<file path="src/pkg/sch_pkg.sv">
// Shared constants and types of the system command handler
package sch_pkg;

  // ****************************************
  // Widths
  // ****************************************
  localparam int PARAM_W = 32;                   // Width of one parameter set image
  localparam int CNT_W   = 16;                   // Width of each write-cycle counter

  // ****************************************
  // Timing
  // ****************************************
  localparam int CLK_KHZ    = 50000;             // System clock rate in kHz
  localparam int REBOOT_MS  = 1000;              // Reboot hold time in ms
  localparam int REBOOT_CYC = REBOOT_MS * CLK_KHZ; // Reboot hold time in cycles

  // ****************************************
  // Values after reset and fixed codes
  // ****************************************
  localparam logic [PARAM_W-1:0] PARAM_DEFAULT = 32'h0000_0000; // Firmware default set
  localparam logic [7:0] ERR_NONE   = 8'h00;     // No error pending
  localparam logic [7:0] ERR_NVM    = 8'h10;     // Nonvolatile access failed
  localparam logic [7:0] ERR_ARG    = 8'h11;     // Argument out of range
  localparam logic [7:0] ERR_AMP    = 8'h1d;     // Amplifier shutdown, error 29
  localparam logic signed [7:0] ARG_ERASE = 8'shff; // Minus one argument
  localparam logic [CNT_W-1:0] CNT_RESET = 16'h0000; // Counter value after reset

  // ****************************************
  // Types
  // ****************************************
  typedef enum logic [2:0] {
    SCH_SAVE, SCH_RESTORE, SCH_RESET, SCH_AMP, SCH_ERRQ
  } sch_cmd_t;                                   // Decoded system command

  typedef enum logic [1:0] {
    SCH_RSP_OK, SCH_RSP_ERR, SCH_RSP_VAL
  } sch_rsp_t;                                   // Reply kind

  typedef enum logic [2:0] {
    SCH_BOOT, SCH_IDLE, SCH_SAVE_WAIT, SCH_LOAD_WAIT, SCH_ERASE_WAIT, SCH_REBOOT
  } sch_state_t;                                 // Handler state

endpackage

</file>
<file path="src/logic/sch_reboot_timer.sv">
// Hold timer for the software reboot window
`timescale 1ns/100ps
module sch_reboot_timer #(
  parameter int REBOOT_CYC = sch_pkg::REBOOT_CYC
) (
  input  wire logic clk,
  input  wire logic rst,
  input  wire logic start,
  output logic      busy,
  output logic      done
);

  logic [31:0] cnt_ff;                           // Cycles left in the window

  // ****************************************
  // Countdown
  // ****************************************
  // Loads on start, counts down to zero
  always_ff @(posedge clk or posedge rst) begin
    if (rst) begin
      cnt_ff <= 32'h0;
    end else if (start) begin
      cnt_ff <= 32'(REBOOT_CYC);
    end else if (cnt_ff != 32'h0) begin
      cnt_ff <= cnt_ff - 32'h1;
    end
  end

  // Busy while counting, done in the last cycle
  assign busy = (cnt_ff != 32'h0);
  assign done = (cnt_ff == 32'h1);

endmodule

</file>
<file path="src/logic/sch_handler.sv">
// System command handler: save, restore, reset and amplifier commands
`timescale 1ns/100ps
module sch_handler #(
  parameter int REBOOT_CYC = sch_pkg::REBOOT_CYC
) (
  input  wire logic                          SYS_CLK,
  input  wire logic                          RST,
  input  wire logic                          CMD_VALID,
  output logic                               CMD_READY,
  input  wire sch_pkg::sch_cmd_t             CMD_CODE,
  input  wire logic                          CMD_QUERY,
  input  wire logic                          CMD_HAS_ARG,
  input  wire logic signed [7:0]             CMD_ARG,
  input  wire logic [sch_pkg::PARAM_W-1:0]   WORK_PARAM,
  output logic                               PARAM_LOAD,
  output logic [sch_pkg::PARAM_W-1:0]        PARAM_DATA,
  output logic                               NVM_REQ,
  output logic                               NVM_WRITE,
  output logic [sch_pkg::PARAM_W-1:0]        NVM_WDATA,
  input  wire logic                          NVM_DONE,
  input  wire logic                          NVM_FAIL,
  input  wire logic [sch_pkg::PARAM_W-1:0]   NVM_RDATA,
  output logic                               REPLY_VALID,
  output sch_pkg::sch_rsp_t                  REPLY_KIND,
  output logic [31:0]                        REPLY_VALUE,
  output logic                               AMP_ON,
  output logic                               AMP_KEEP_LIMITS,
  input  wire logic                          AMP_FAULT,
  output logic                               SOFT_RESET_OUT,
  output logic                               USB_DETACH
);

  // ****************************************
  // Declarations
  // ****************************************
  sch_pkg::sch_state_t            state_ff;      // Handler state
  logic                           query_ff;      // Pending command was a query
  logic                           take;          // Command accepted this cycle
  logic                           nvm_end;       // Nonvolatile access finished
  logic                           reboot_start;  // Opens the reboot window
  logic                           reboot_busy;   // Reboot window open
  logic                           reboot_done;   // Last cycle of the window
  logic [7:0]                     last_err_ff;   // Error number for the error query
  logic [sch_pkg::CNT_W-1:0]      user_cnt_ff;   // User memory write count
  logic [sch_pkg::CNT_W-1:0]      cfg_cnt_ff;    // Configuration memory write count
  logic                           is_erase;      // Minus one argument given, command code not decoded
  logic                           amp_arg_ok;    // Amplifier argument in range

  // Accept only when idle, so one command completes first
  assign CMD_READY = (state_ff == sch_pkg::SCH_IDLE);
  assign take      = CMD_VALID & CMD_READY;
  assign nvm_end   = NVM_REQ & NVM_DONE;
  assign is_erase  = CMD_HAS_ARG & (CMD_ARG == sch_pkg::ARG_ERASE);
  assign amp_arg_ok = CMD_QUERY ? (!CMD_HAS_ARG || CMD_ARG == sch_pkg::ARG_ERASE)
                                : (CMD_HAS_ARG && CMD_ARG >= 8'sh00 && CMD_ARG <= 8'sh03);
  assign reboot_start = (take && CMD_CODE == sch_pkg::SCH_RESET) ||
                        (state_ff == sch_pkg::SCH_ERASE_WAIT && nvm_end);

  // ****************************************
  // Reboot window
  // ****************************************
  sch_reboot_timer #(
    .REBOOT_CYC (REBOOT_CYC)
  ) u_reboot (
    .clk   (SYS_CLK),
    .rst   (RST),
    .start (reboot_start),
    .busy  (reboot_busy),
    .done  (reboot_done)
  );

  // Reboot holds the rest of the device and drops USB
  assign SOFT_RESET_OUT = reboot_busy;
  assign USB_DETACH     = reboot_busy;

  // ****************************************
  // Sequencer and nonvolatile port
  // ****************************************
  // Boots by reading stored set, then serves commands
  always_ff @(posedge SYS_CLK or posedge RST) begin
    if (RST) begin
      state_ff  <= sch_pkg::SCH_BOOT;
      NVM_REQ   <= 1'b1;
      NVM_WRITE <= 1'b0;
      NVM_WDATA <= sch_pkg::PARAM_DEFAULT;
      query_ff  <= 1'b0;
    end else begin
      unique case (state_ff)
        sch_pkg::SCH_BOOT: begin
          // Power-up read of the stored set
          if (nvm_end) begin
            NVM_REQ  <= 1'b0;
            state_ff <= sch_pkg::SCH_IDLE;
          end
        end
        sch_pkg::SCH_IDLE: begin
          if (take) begin
            query_ff <= CMD_QUERY;
            if (CMD_CODE == sch_pkg::SCH_SAVE && !CMD_QUERY) begin
              // Store working set
              NVM_REQ   <= 1'b1;
              NVM_WRITE <= 1'b1;
              NVM_WDATA <= WORK_PARAM;
              state_ff  <= sch_pkg::SCH_SAVE_WAIT;
            end else if (CMD_CODE == sch_pkg::SCH_RESTORE && is_erase && !CMD_QUERY) begin
              // Overwrite stored set with defaults
              NVM_REQ   <= 1'b1;
              NVM_WRITE <= 1'b1;
              NVM_WDATA <= sch_pkg::PARAM_DEFAULT;
              state_ff  <= sch_pkg::SCH_ERASE_WAIT;
            end else if (CMD_CODE == sch_pkg::SCH_RESTORE && !CMD_HAS_ARG) begin
              // Reload without restarting hardware
              NVM_REQ   <= 1'b1;
              NVM_WRITE <= 1'b0;
              state_ff  <= sch_pkg::SCH_LOAD_WAIT;
            end else if (CMD_CODE == sch_pkg::SCH_RESET) begin
              state_ff  <= sch_pkg::SCH_REBOOT;
            end
          end
        end
        sch_pkg::SCH_SAVE_WAIT, sch_pkg::SCH_LOAD_WAIT: begin
          if (nvm_end) begin
            NVM_REQ  <= 1'b0;
            state_ff <= sch_pkg::SCH_IDLE;
          end
        end
        sch_pkg::SCH_ERASE_WAIT: begin
          if (nvm_end) begin
            NVM_REQ  <= 1'b0;
            state_ff <= sch_pkg::SCH_REBOOT;
          end
        end
        sch_pkg::SCH_REBOOT: begin
          // Restart as at power-up
          if (reboot_done) begin
            NVM_REQ   <= 1'b1;
            NVM_WRITE <= 1'b0;
            state_ff  <= sch_pkg::SCH_BOOT;
          end
        end
      endcase
    end
  end

  // ****************************************
  // Parameter load toward the axes
  // ****************************************
  // Pulses with the set read at boot or reload
  always_ff @(posedge SYS_CLK or posedge RST) begin
    if (RST) begin
      PARAM_LOAD <= 1'b0;
      PARAM_DATA <= sch_pkg::PARAM_DEFAULT;
    end else begin
      PARAM_LOAD <= 1'b0;
      if (nvm_end && !NVM_WRITE) begin
        PARAM_LOAD <= 1'b1;
        // Failed read falls back to defaults
        PARAM_DATA <= NVM_FAIL ? sch_pkg::PARAM_DEFAULT : NVM_RDATA;
      end
    end
  end

  // ****************************************
  // Write-cycle counters
  // ****************************************
  // Count successful writes per memory
  always_ff @(posedge SYS_CLK or posedge RST) begin
    if (RST) begin
      user_cnt_ff <= sch_pkg::CNT_RESET;
      cfg_cnt_ff  <= sch_pkg::CNT_RESET;
    end else if (nvm_end && !NVM_FAIL) begin
      if (state_ff == sch_pkg::SCH_SAVE_WAIT) begin
        user_cnt_ff <= user_cnt_ff + 16'h1;
      end
      if (state_ff == sch_pkg::SCH_ERASE_WAIT) begin
        cfg_cnt_ff <= cfg_cnt_ff + 16'h1;
      end
    end
  end

  // ****************************************
  // Amplifier control
  // ****************************************
  // Fault wins over any set; reboot switches off from its first cycle
  always_ff @(posedge SYS_CLK or posedge RST) begin
    if (RST) begin
      AMP_ON          <= 1'b0;
      AMP_KEEP_LIMITS <= 1'b0;
    end else if (AMP_FAULT || reboot_busy || reboot_start) begin
      AMP_ON          <= 1'b0;
      AMP_KEEP_LIMITS <= 1'b0;
    end else if (take && CMD_CODE == sch_pkg::SCH_AMP && !CMD_QUERY && amp_arg_ok) begin
      AMP_ON          <= (CMD_ARG != 8'sh00);
      AMP_KEEP_LIMITS <= (CMD_ARG == 8'sh03);
    end
  end

  // ****************************************
  // Error number
  // ****************************************
  // New error wins over the clear by the error query
  always_ff @(posedge SYS_CLK or posedge RST) begin
    if (RST) begin
      last_err_ff <= sch_pkg::ERR_NONE;
    end else if (AMP_FAULT) begin
      last_err_ff <= sch_pkg::ERR_AMP;
    end else if (nvm_end && NVM_FAIL) begin
      last_err_ff <= sch_pkg::ERR_NVM;
    end else if (take && CMD_CODE == sch_pkg::SCH_AMP && !amp_arg_ok) begin
      last_err_ff <= sch_pkg::ERR_ARG;
    end else if (take && CMD_CODE == sch_pkg::SCH_RESTORE && CMD_HAS_ARG && !is_erase) begin
      last_err_ff <= sch_pkg::ERR_ARG;
    end else if (take && CMD_CODE == sch_pkg::SCH_ERRQ) begin
      last_err_ff <= sch_pkg::ERR_NONE;
    end
  end

  // ****************************************
  // Replies
  // ****************************************
  // One-cycle reply; silent forms never pulse
  always_ff @(posedge SYS_CLK or posedge RST) begin
    if (RST) begin
      REPLY_VALID <= 1'b0;
      REPLY_KIND  <= sch_pkg::SCH_RSP_OK;
      REPLY_VALUE <= 32'h0;
    end else begin
      REPLY_VALID <= 1'b0;
      if (state_ff == sch_pkg::SCH_SAVE_WAIT && nvm_end) begin
        // Save answers after the write ends
        REPLY_VALID <= 1'b1;
        REPLY_KIND  <= NVM_FAIL ? sch_pkg::SCH_RSP_ERR : sch_pkg::SCH_RSP_OK;
        REPLY_VALUE <= NVM_FAIL ? {24'h0, sch_pkg::ERR_NVM} : 32'h0;
      end else if (state_ff == sch_pkg::SCH_LOAD_WAIT && nvm_end && query_ff) begin
        // Only the query form of reload answers
        REPLY_VALID <= 1'b1;
        REPLY_KIND  <= NVM_FAIL ? sch_pkg::SCH_RSP_ERR : sch_pkg::SCH_RSP_OK;
        REPLY_VALUE <= NVM_FAIL ? {24'h0, sch_pkg::ERR_NVM} : 32'h0;
      end else if (take) begin
        unique case (CMD_CODE)
          sch_pkg::SCH_SAVE: begin
            if (CMD_QUERY) begin
              REPLY_VALID <= 1'b1;
              REPLY_KIND  <= sch_pkg::SCH_RSP_VAL;
              REPLY_VALUE <= {user_cnt_ff, cfg_cnt_ff};
            end
          end
          sch_pkg::SCH_RESTORE: begin
            if (CMD_QUERY && CMD_HAS_ARG) begin
              REPLY_VALID <= 1'b1;
              REPLY_KIND  <= sch_pkg::SCH_RSP_ERR;
              REPLY_VALUE <= {24'h0, sch_pkg::ERR_ARG};
            end
          end
          sch_pkg::SCH_RESET: begin
            REPLY_VALID <= 1'b0;
          end
          sch_pkg::SCH_AMP: begin
            if (!amp_arg_ok) begin
              REPLY_VALID <= 1'b1;
              REPLY_KIND  <= sch_pkg::SCH_RSP_ERR;
              REPLY_VALUE <= {24'h0, sch_pkg::ERR_ARG};
            end else if (CMD_QUERY) begin
              REPLY_VALID <= 1'b1;
              REPLY_KIND  <= sch_pkg::SCH_RSP_VAL;
              REPLY_VALUE <= {31'h0, AMP_ON};
            end
          end
          sch_pkg::SCH_ERRQ: begin
            // Reachable only once the previous command has ended
            REPLY_VALID <= 1'b1;
            REPLY_KIND  <= sch_pkg::SCH_RSP_VAL;
            REPLY_VALUE <= {24'h0, last_err_ff};
          end
          default: begin
            REPLY_VALID <= 1'b0;
          end
        endcase
      end
    end
  end

  // ****************************************
  // Checks
  // ****************************************
  chk_save_starts_write: assert property (@(posedge SYS_CLK) disable iff (RST)
    take && CMD_CODE == sch_pkg::SCH_SAVE && !CMD_QUERY |=> NVM_REQ && NVM_WRITE && NVM_WDATA == $past(WORK_PARAM))
    else $error("save did not start a write");
  chk_save_reply_ok: assert property (@(posedge SYS_CLK) disable iff (RST)
    state_ff == sch_pkg::SCH_SAVE_WAIT && nvm_end |=> REPLY_VALID && REPLY_KIND == ($past(NVM_FAIL) ?
      sch_pkg::SCH_RSP_ERR : sch_pkg::SCH_RSP_OK))
    else $error("save reply wrong");
  chk_erase_defaults: assert property (@(posedge SYS_CLK) disable iff (RST)
    take && CMD_CODE == sch_pkg::SCH_RESTORE && is_erase && !CMD_QUERY |=> NVM_WDATA == sch_pkg::PARAM_DEFAULT)
    else $error("erase did not write defaults");
  chk_erase_then_reboot: assert property (@(posedge SYS_CLK) disable iff (RST)
    state_ff == sch_pkg::SCH_ERASE_WAIT && nvm_end |=> SOFT_RESET_OUT && !REPLY_VALID)
    else $error("erase not followed by reboot");
  chk_reset_silent: assert property (@(posedge SYS_CLK) disable iff (RST)
    take && CMD_CODE == sch_pkg::SCH_RESET |=> SOFT_RESET_OUT && !REPLY_VALID ##1 !REPLY_VALID)
    else $error("reset answered or did not restart");
  chk_reboot_deaf: assert property (@(posedge SYS_CLK) disable iff (RST)
    SOFT_RESET_OUT |-> !CMD_READY && USB_DETACH)
    else $error("responsive or USB kept during reboot");
  chk_silent_reload: assert property (@(posedge SYS_CLK) disable iff (RST)
    state_ff == sch_pkg::SCH_LOAD_WAIT && nvm_end && !query_ff |=> !REPLY_VALID && PARAM_LOAD)
    else $error("silent restore replied");
  chk_amp_fault: assert property (@(posedge SYS_CLK) disable iff (RST)
    AMP_FAULT |=> !AMP_ON && last_err_ff == sch_pkg::ERR_AMP)
    else $error("fault did not stop amplifiers");
  chk_one_at_a_time: assert property (@(posedge SYS_CLK) disable iff (RST)
    NVM_REQ |-> !CMD_READY)
    else $error("command taken during nonvolatile access");

endmodule

</file>
<file path="config.mk">
export PLATFORM = sky130hd
export DESIGN_NAME = sch_handler
export DESIGN_NICKNAME = d
export VERILOG_FILES = /design/src/pkg/sch_pkg.sv /design/src/logic/sch_reboot_timer.sv /design/src/logic/sch_handler.sv
export SDC_FILE = /design/constraint.sdc
export NUM_CORES = 1
export LEC_CHECK = 0
export BUFFER_PORTS_ARGS = -buffer_cell sky130_fd_sc_hd__buf_4
export CORE_ASPECT_RATIO = 0.5
export CORE_MARGIN = 3
export CORE_UTILIZATION = 37
export DETAILED_ROUTE_END_ITERATION = 10
export PLACE_DENSITY = 0.6
export SLEW_MARGIN = 20
export SYNTH_ARGS = -nofsm -noshare
export SYNTH_HDL_FRONTEND = slang
export SYNTH_HIERARCHICAL = 1
export SYNTH_SLANG_ARGS = --single-unit
</file>
<file path="constraint.sdc">
create_clock -name SYS_CLK -period 7.9 [get_ports SYS_CLK]
set_input_delay 1.185 -clock SYS_CLK [delete_from_list [all_inputs] [get_ports SYS_CLK]]
set_output_delay 1.185 -clock SYS_CLK [all_outputs]
set_load 0.05 [all_outputs]
</file>
==> results by group <==
Drt
  – Antenna Violating Nets Remaining: 0
  – Avg WL per Cell: 16.0 um
  – Detailed-route DRC error count: 0
  – Via/cell ratio: 5.15
  – DRT iter0 DRCs: 495
  – Initial DRT Pass Iterations: 4
  – Detailed Route WL: slightly above 20000 um
  – Via count: roughly 6600

Power and ir drop
  – LEAKAGE: 4.66 nW
  – PwrDens: 358 nW/um^2
  – Worst VDD drop: ~150 uV

STA
  – Slew headroom: 0.328
  – Sum Neg Setup Slack: 0 ns
  – Fmax: between 200 and 250 MHz
  – RSZ-0062 raised after global routing: false
  – Worst setup margin: 3.69 ns
  – Tcrit/Tclk final: 0.533
  – Hold Vio Cnt, Final: 0
  – Final setup viols: 0
  – Min Tclk post-route: 4.21 ns
  – Slew Viols, Final: 0
  – Clock Skew: 0.0109 ns
  – Worst-margin pin slew: 1.00 ns

Synth
  – Most frequent cell after synthesis: dfrtp_1
  – Sequential area share after synthesis: 0.537
  – Netlist Area Pre-Place: 8160 sq um
  – Synth top cells by count: dfrtp_1, nand2_1, o21ai_0
  – Post-synth cell types: 69
  – Yosys top cell area share: 0.534
  – Synth async-reset ratio: 1.00
  – Ys Warns: 6
  – Yosys reg bits: 175
  – Cell count after synthesis: 807
  – Main flop type after synthesis: dfrtp_1
  – Area leader, netlist: dfrtp_1
  – Post-synth EDFFs: 0
  – Avg Cell Area, Syn: 10.1 sq um
  – Most area-consuming cells after synthesis: dfrtp_1, o21ai_0, nand2_1
  – Mapped Nets: just under 900

Clock tree
  – TritonCTS clock tree: done
  – H-tree depth: 4
  – CTS resizes: 0
  – Sink Count: roughly 180
  – Setup Fix Bufs, Post-CTS: 0
  – Clk pin slew, worst setup/hold paths: 0.07 ns
  – CTS Root Cell: clkbuf_16
  – Hold buffer count at CTS: 0
  – Skew-Pair Late Insertion Delay: 0.43 ns
  – Cts bufs inserted: 17
  – CTS Buffer Depth: 2

GRT
  – Overall routing resource usage: 0.171
  – First-pass GRT wire length: 33800 um
  – Gr ovfl total: 0
  – Vias in the first global route: 6435
  – Pin count of the biggest net entering global routing: 76
  – Initial antenna violation count: 0

Finish
  – Area Growth Syn to Fin: 27.3%
  – Fin nets: 1056
  – Ant. Diodes: 0
  – Filler cells: 1981
  – Layout cells sized above 1: 0.254

Worst setup path
  – WS Path Type: register to output pin
  – Cell family with most CP delay: simple AND/OR/NAND/NOR gates
  – CP bufs+invs: 2
  – Arrival @ worst endpoint: 3.03 ns
  – WP data required: 6.71 ns
  – CP max FO: 10
  – Cell chain of the critical path: or4_1 -> or3_1 -> nor4_4 -> inv_2 -> buf_4
  – Critical Path Source Type: register
  – FF-to-FF Start: u_reboot/cnt_ff[6]
  – CP endpoint kind: output pin
  – Slowest cell on crit path: or4_1
  – Slowest stage delay, CP: 0.64 ns
  – Critical Path Start: u_reboot/cnt_ff[16]

Die
  – Die Span X: 216 um
  – IO Pins: 190
  – DIE AREA: roughly 24000 sq um
  – Core Rows: 37
  – Initial core utilization: 0.387
  – DIE HEIGHT: 111 um
  – Core area: 21100 sq um

Status
  – Status: complete, no violations

Job
  – Max_cap viols: 0

Min path
  – Min-delay src: cfg_cnt_ff[15]
  – Type of the most critical hold path: register to register

Place
  – Dpl ws: roughly 3.9 ns
  – DP Wirelength: 14300 um
  – I/O Buffers: roughly 190
  – Placer Congestion: 0.807
[sequential cells by signal (all words and copies together), names as in the netlist]
signal	count
AMP_KEEP_LIMITS	1
AMP_ON	1
NVM_WRITE	1
query_ff	1
u_reboot/cnt_ff	32
last_err_ff	3
REPLY_KIND	2
PARAM_DATA	32
user_cnt_ff	16
cfg_cnt_ff	16
state_ff	3
NVM_WDATA	32
PARAM_LOAD	1
REPLY_VALUE	32
NVM_REQ	1
REPLY_VALID	1
[layer usage]
metal,up-vias,GRT usage,share of wire
li1,3219,-,-
met1,3241,0.226,0.45
met2,86,0.293,0.52
met3,13,0.0320,0.024
met4,0,0.0384,0.0093
met5,-,0,0
[final cells by class]
type	instances	area, sq um	share of cell area
sequential	175	4380	0.422
multi-input combinational	566	3520	0.339
timing repair buffer	193	1450	0.140
clock buffer	19	433	0.0417
tap	292	365	0.0352
clock inverter	13	176	0.0170
inverter	16	65.1	0.00627
[metrics by stage]
| stage | utilization | total power, mW | area [sq um] | hold WS (ns) | std cells |
|---|---|---|---|---|---|
| 6_report | 0.493 | 3.71 | 10400 | 0.481 | 1274 |
| 5_1_grt | 0.493 | 3.92 | 10400 | 0.504 | 1274 |
| 4_1_cts | 0.492 | 3.76 | 10400 | 0.484 | 1274 |
| 3_5_place_dp | 0.463 | 2.86 | 9760 | 0.472 | 1242 |
| 3_3_place_gp | 0.463 | 2.84 | 9760 | 0.464 | 1242 |
| 2_1_floorplan | - | 2.38 | 8160 | 0.445 | 807 |
[kinds of logic (layout without fill, tap and decap cells)]
kind of cell,count (synthesis),in the layout,share of synthesized area
AND/OR/NAND/NOR,337,337,0.225
AO/OA/AOI/OAI,176,176,0.142
flip-flops,175,175,0.537
buffers and inverters,66,241,0.0347
XOR/XNOR,38,38,0.0408
multiplexers,11,11,0.0144
adder cells (fa/ha/maj),4,4,0.00614
[worst register-to-register path: cells and delay by family, from the launching register on]
| kind | cells | cell delay [ns] |
|---|---|---|
| AO/OA/AOI/OAI | 3 | 0.56 |
| buffers and inverters | 1 | 0.09 |
| flip-flops | 1 | 0.42 |
| multiplexers | 1 | 0.34 |
| AND/OR/NAND/NOR | 3 | 1.93 |
[final timing paths]
path                       slack, ns        endpoint  depth (start not counted)
setup / recovery                3.69      USB_DETACH                          5
hold / removal                  0.48  cfg_cnt_ff[15]                          1
setup reg to reg                4.45     state_ff[0]                          8
hold reg to reg                 0.48  cfg_cnt_ff[15]                          1
max in group asynchronous       5.63   cfg_cnt_ff[2]                          3
min in group asynchronous       0.85          AMP_ON                          2
[cell usage in the layout (no fill, tap or decap), types with 20 or more instances in the layout]
cell type  instances
nand3_1           51
a21oi_1           20
o21ai_0           73
xnor2_1           26
nand2_1           95
a22o_1            32
nor2_1            35
nor3_1            23
buf_4            193
nand2b_1          36
dfrtp_1          174
[power breakdown]
part           internal (mW)  total, mW  switching [mW]
clock                  0.506      0.883           0.377
sequential              1.14       1.33           0.194
combinational          0.477       1.50            1.02
(Power assumes the default switching activity.)
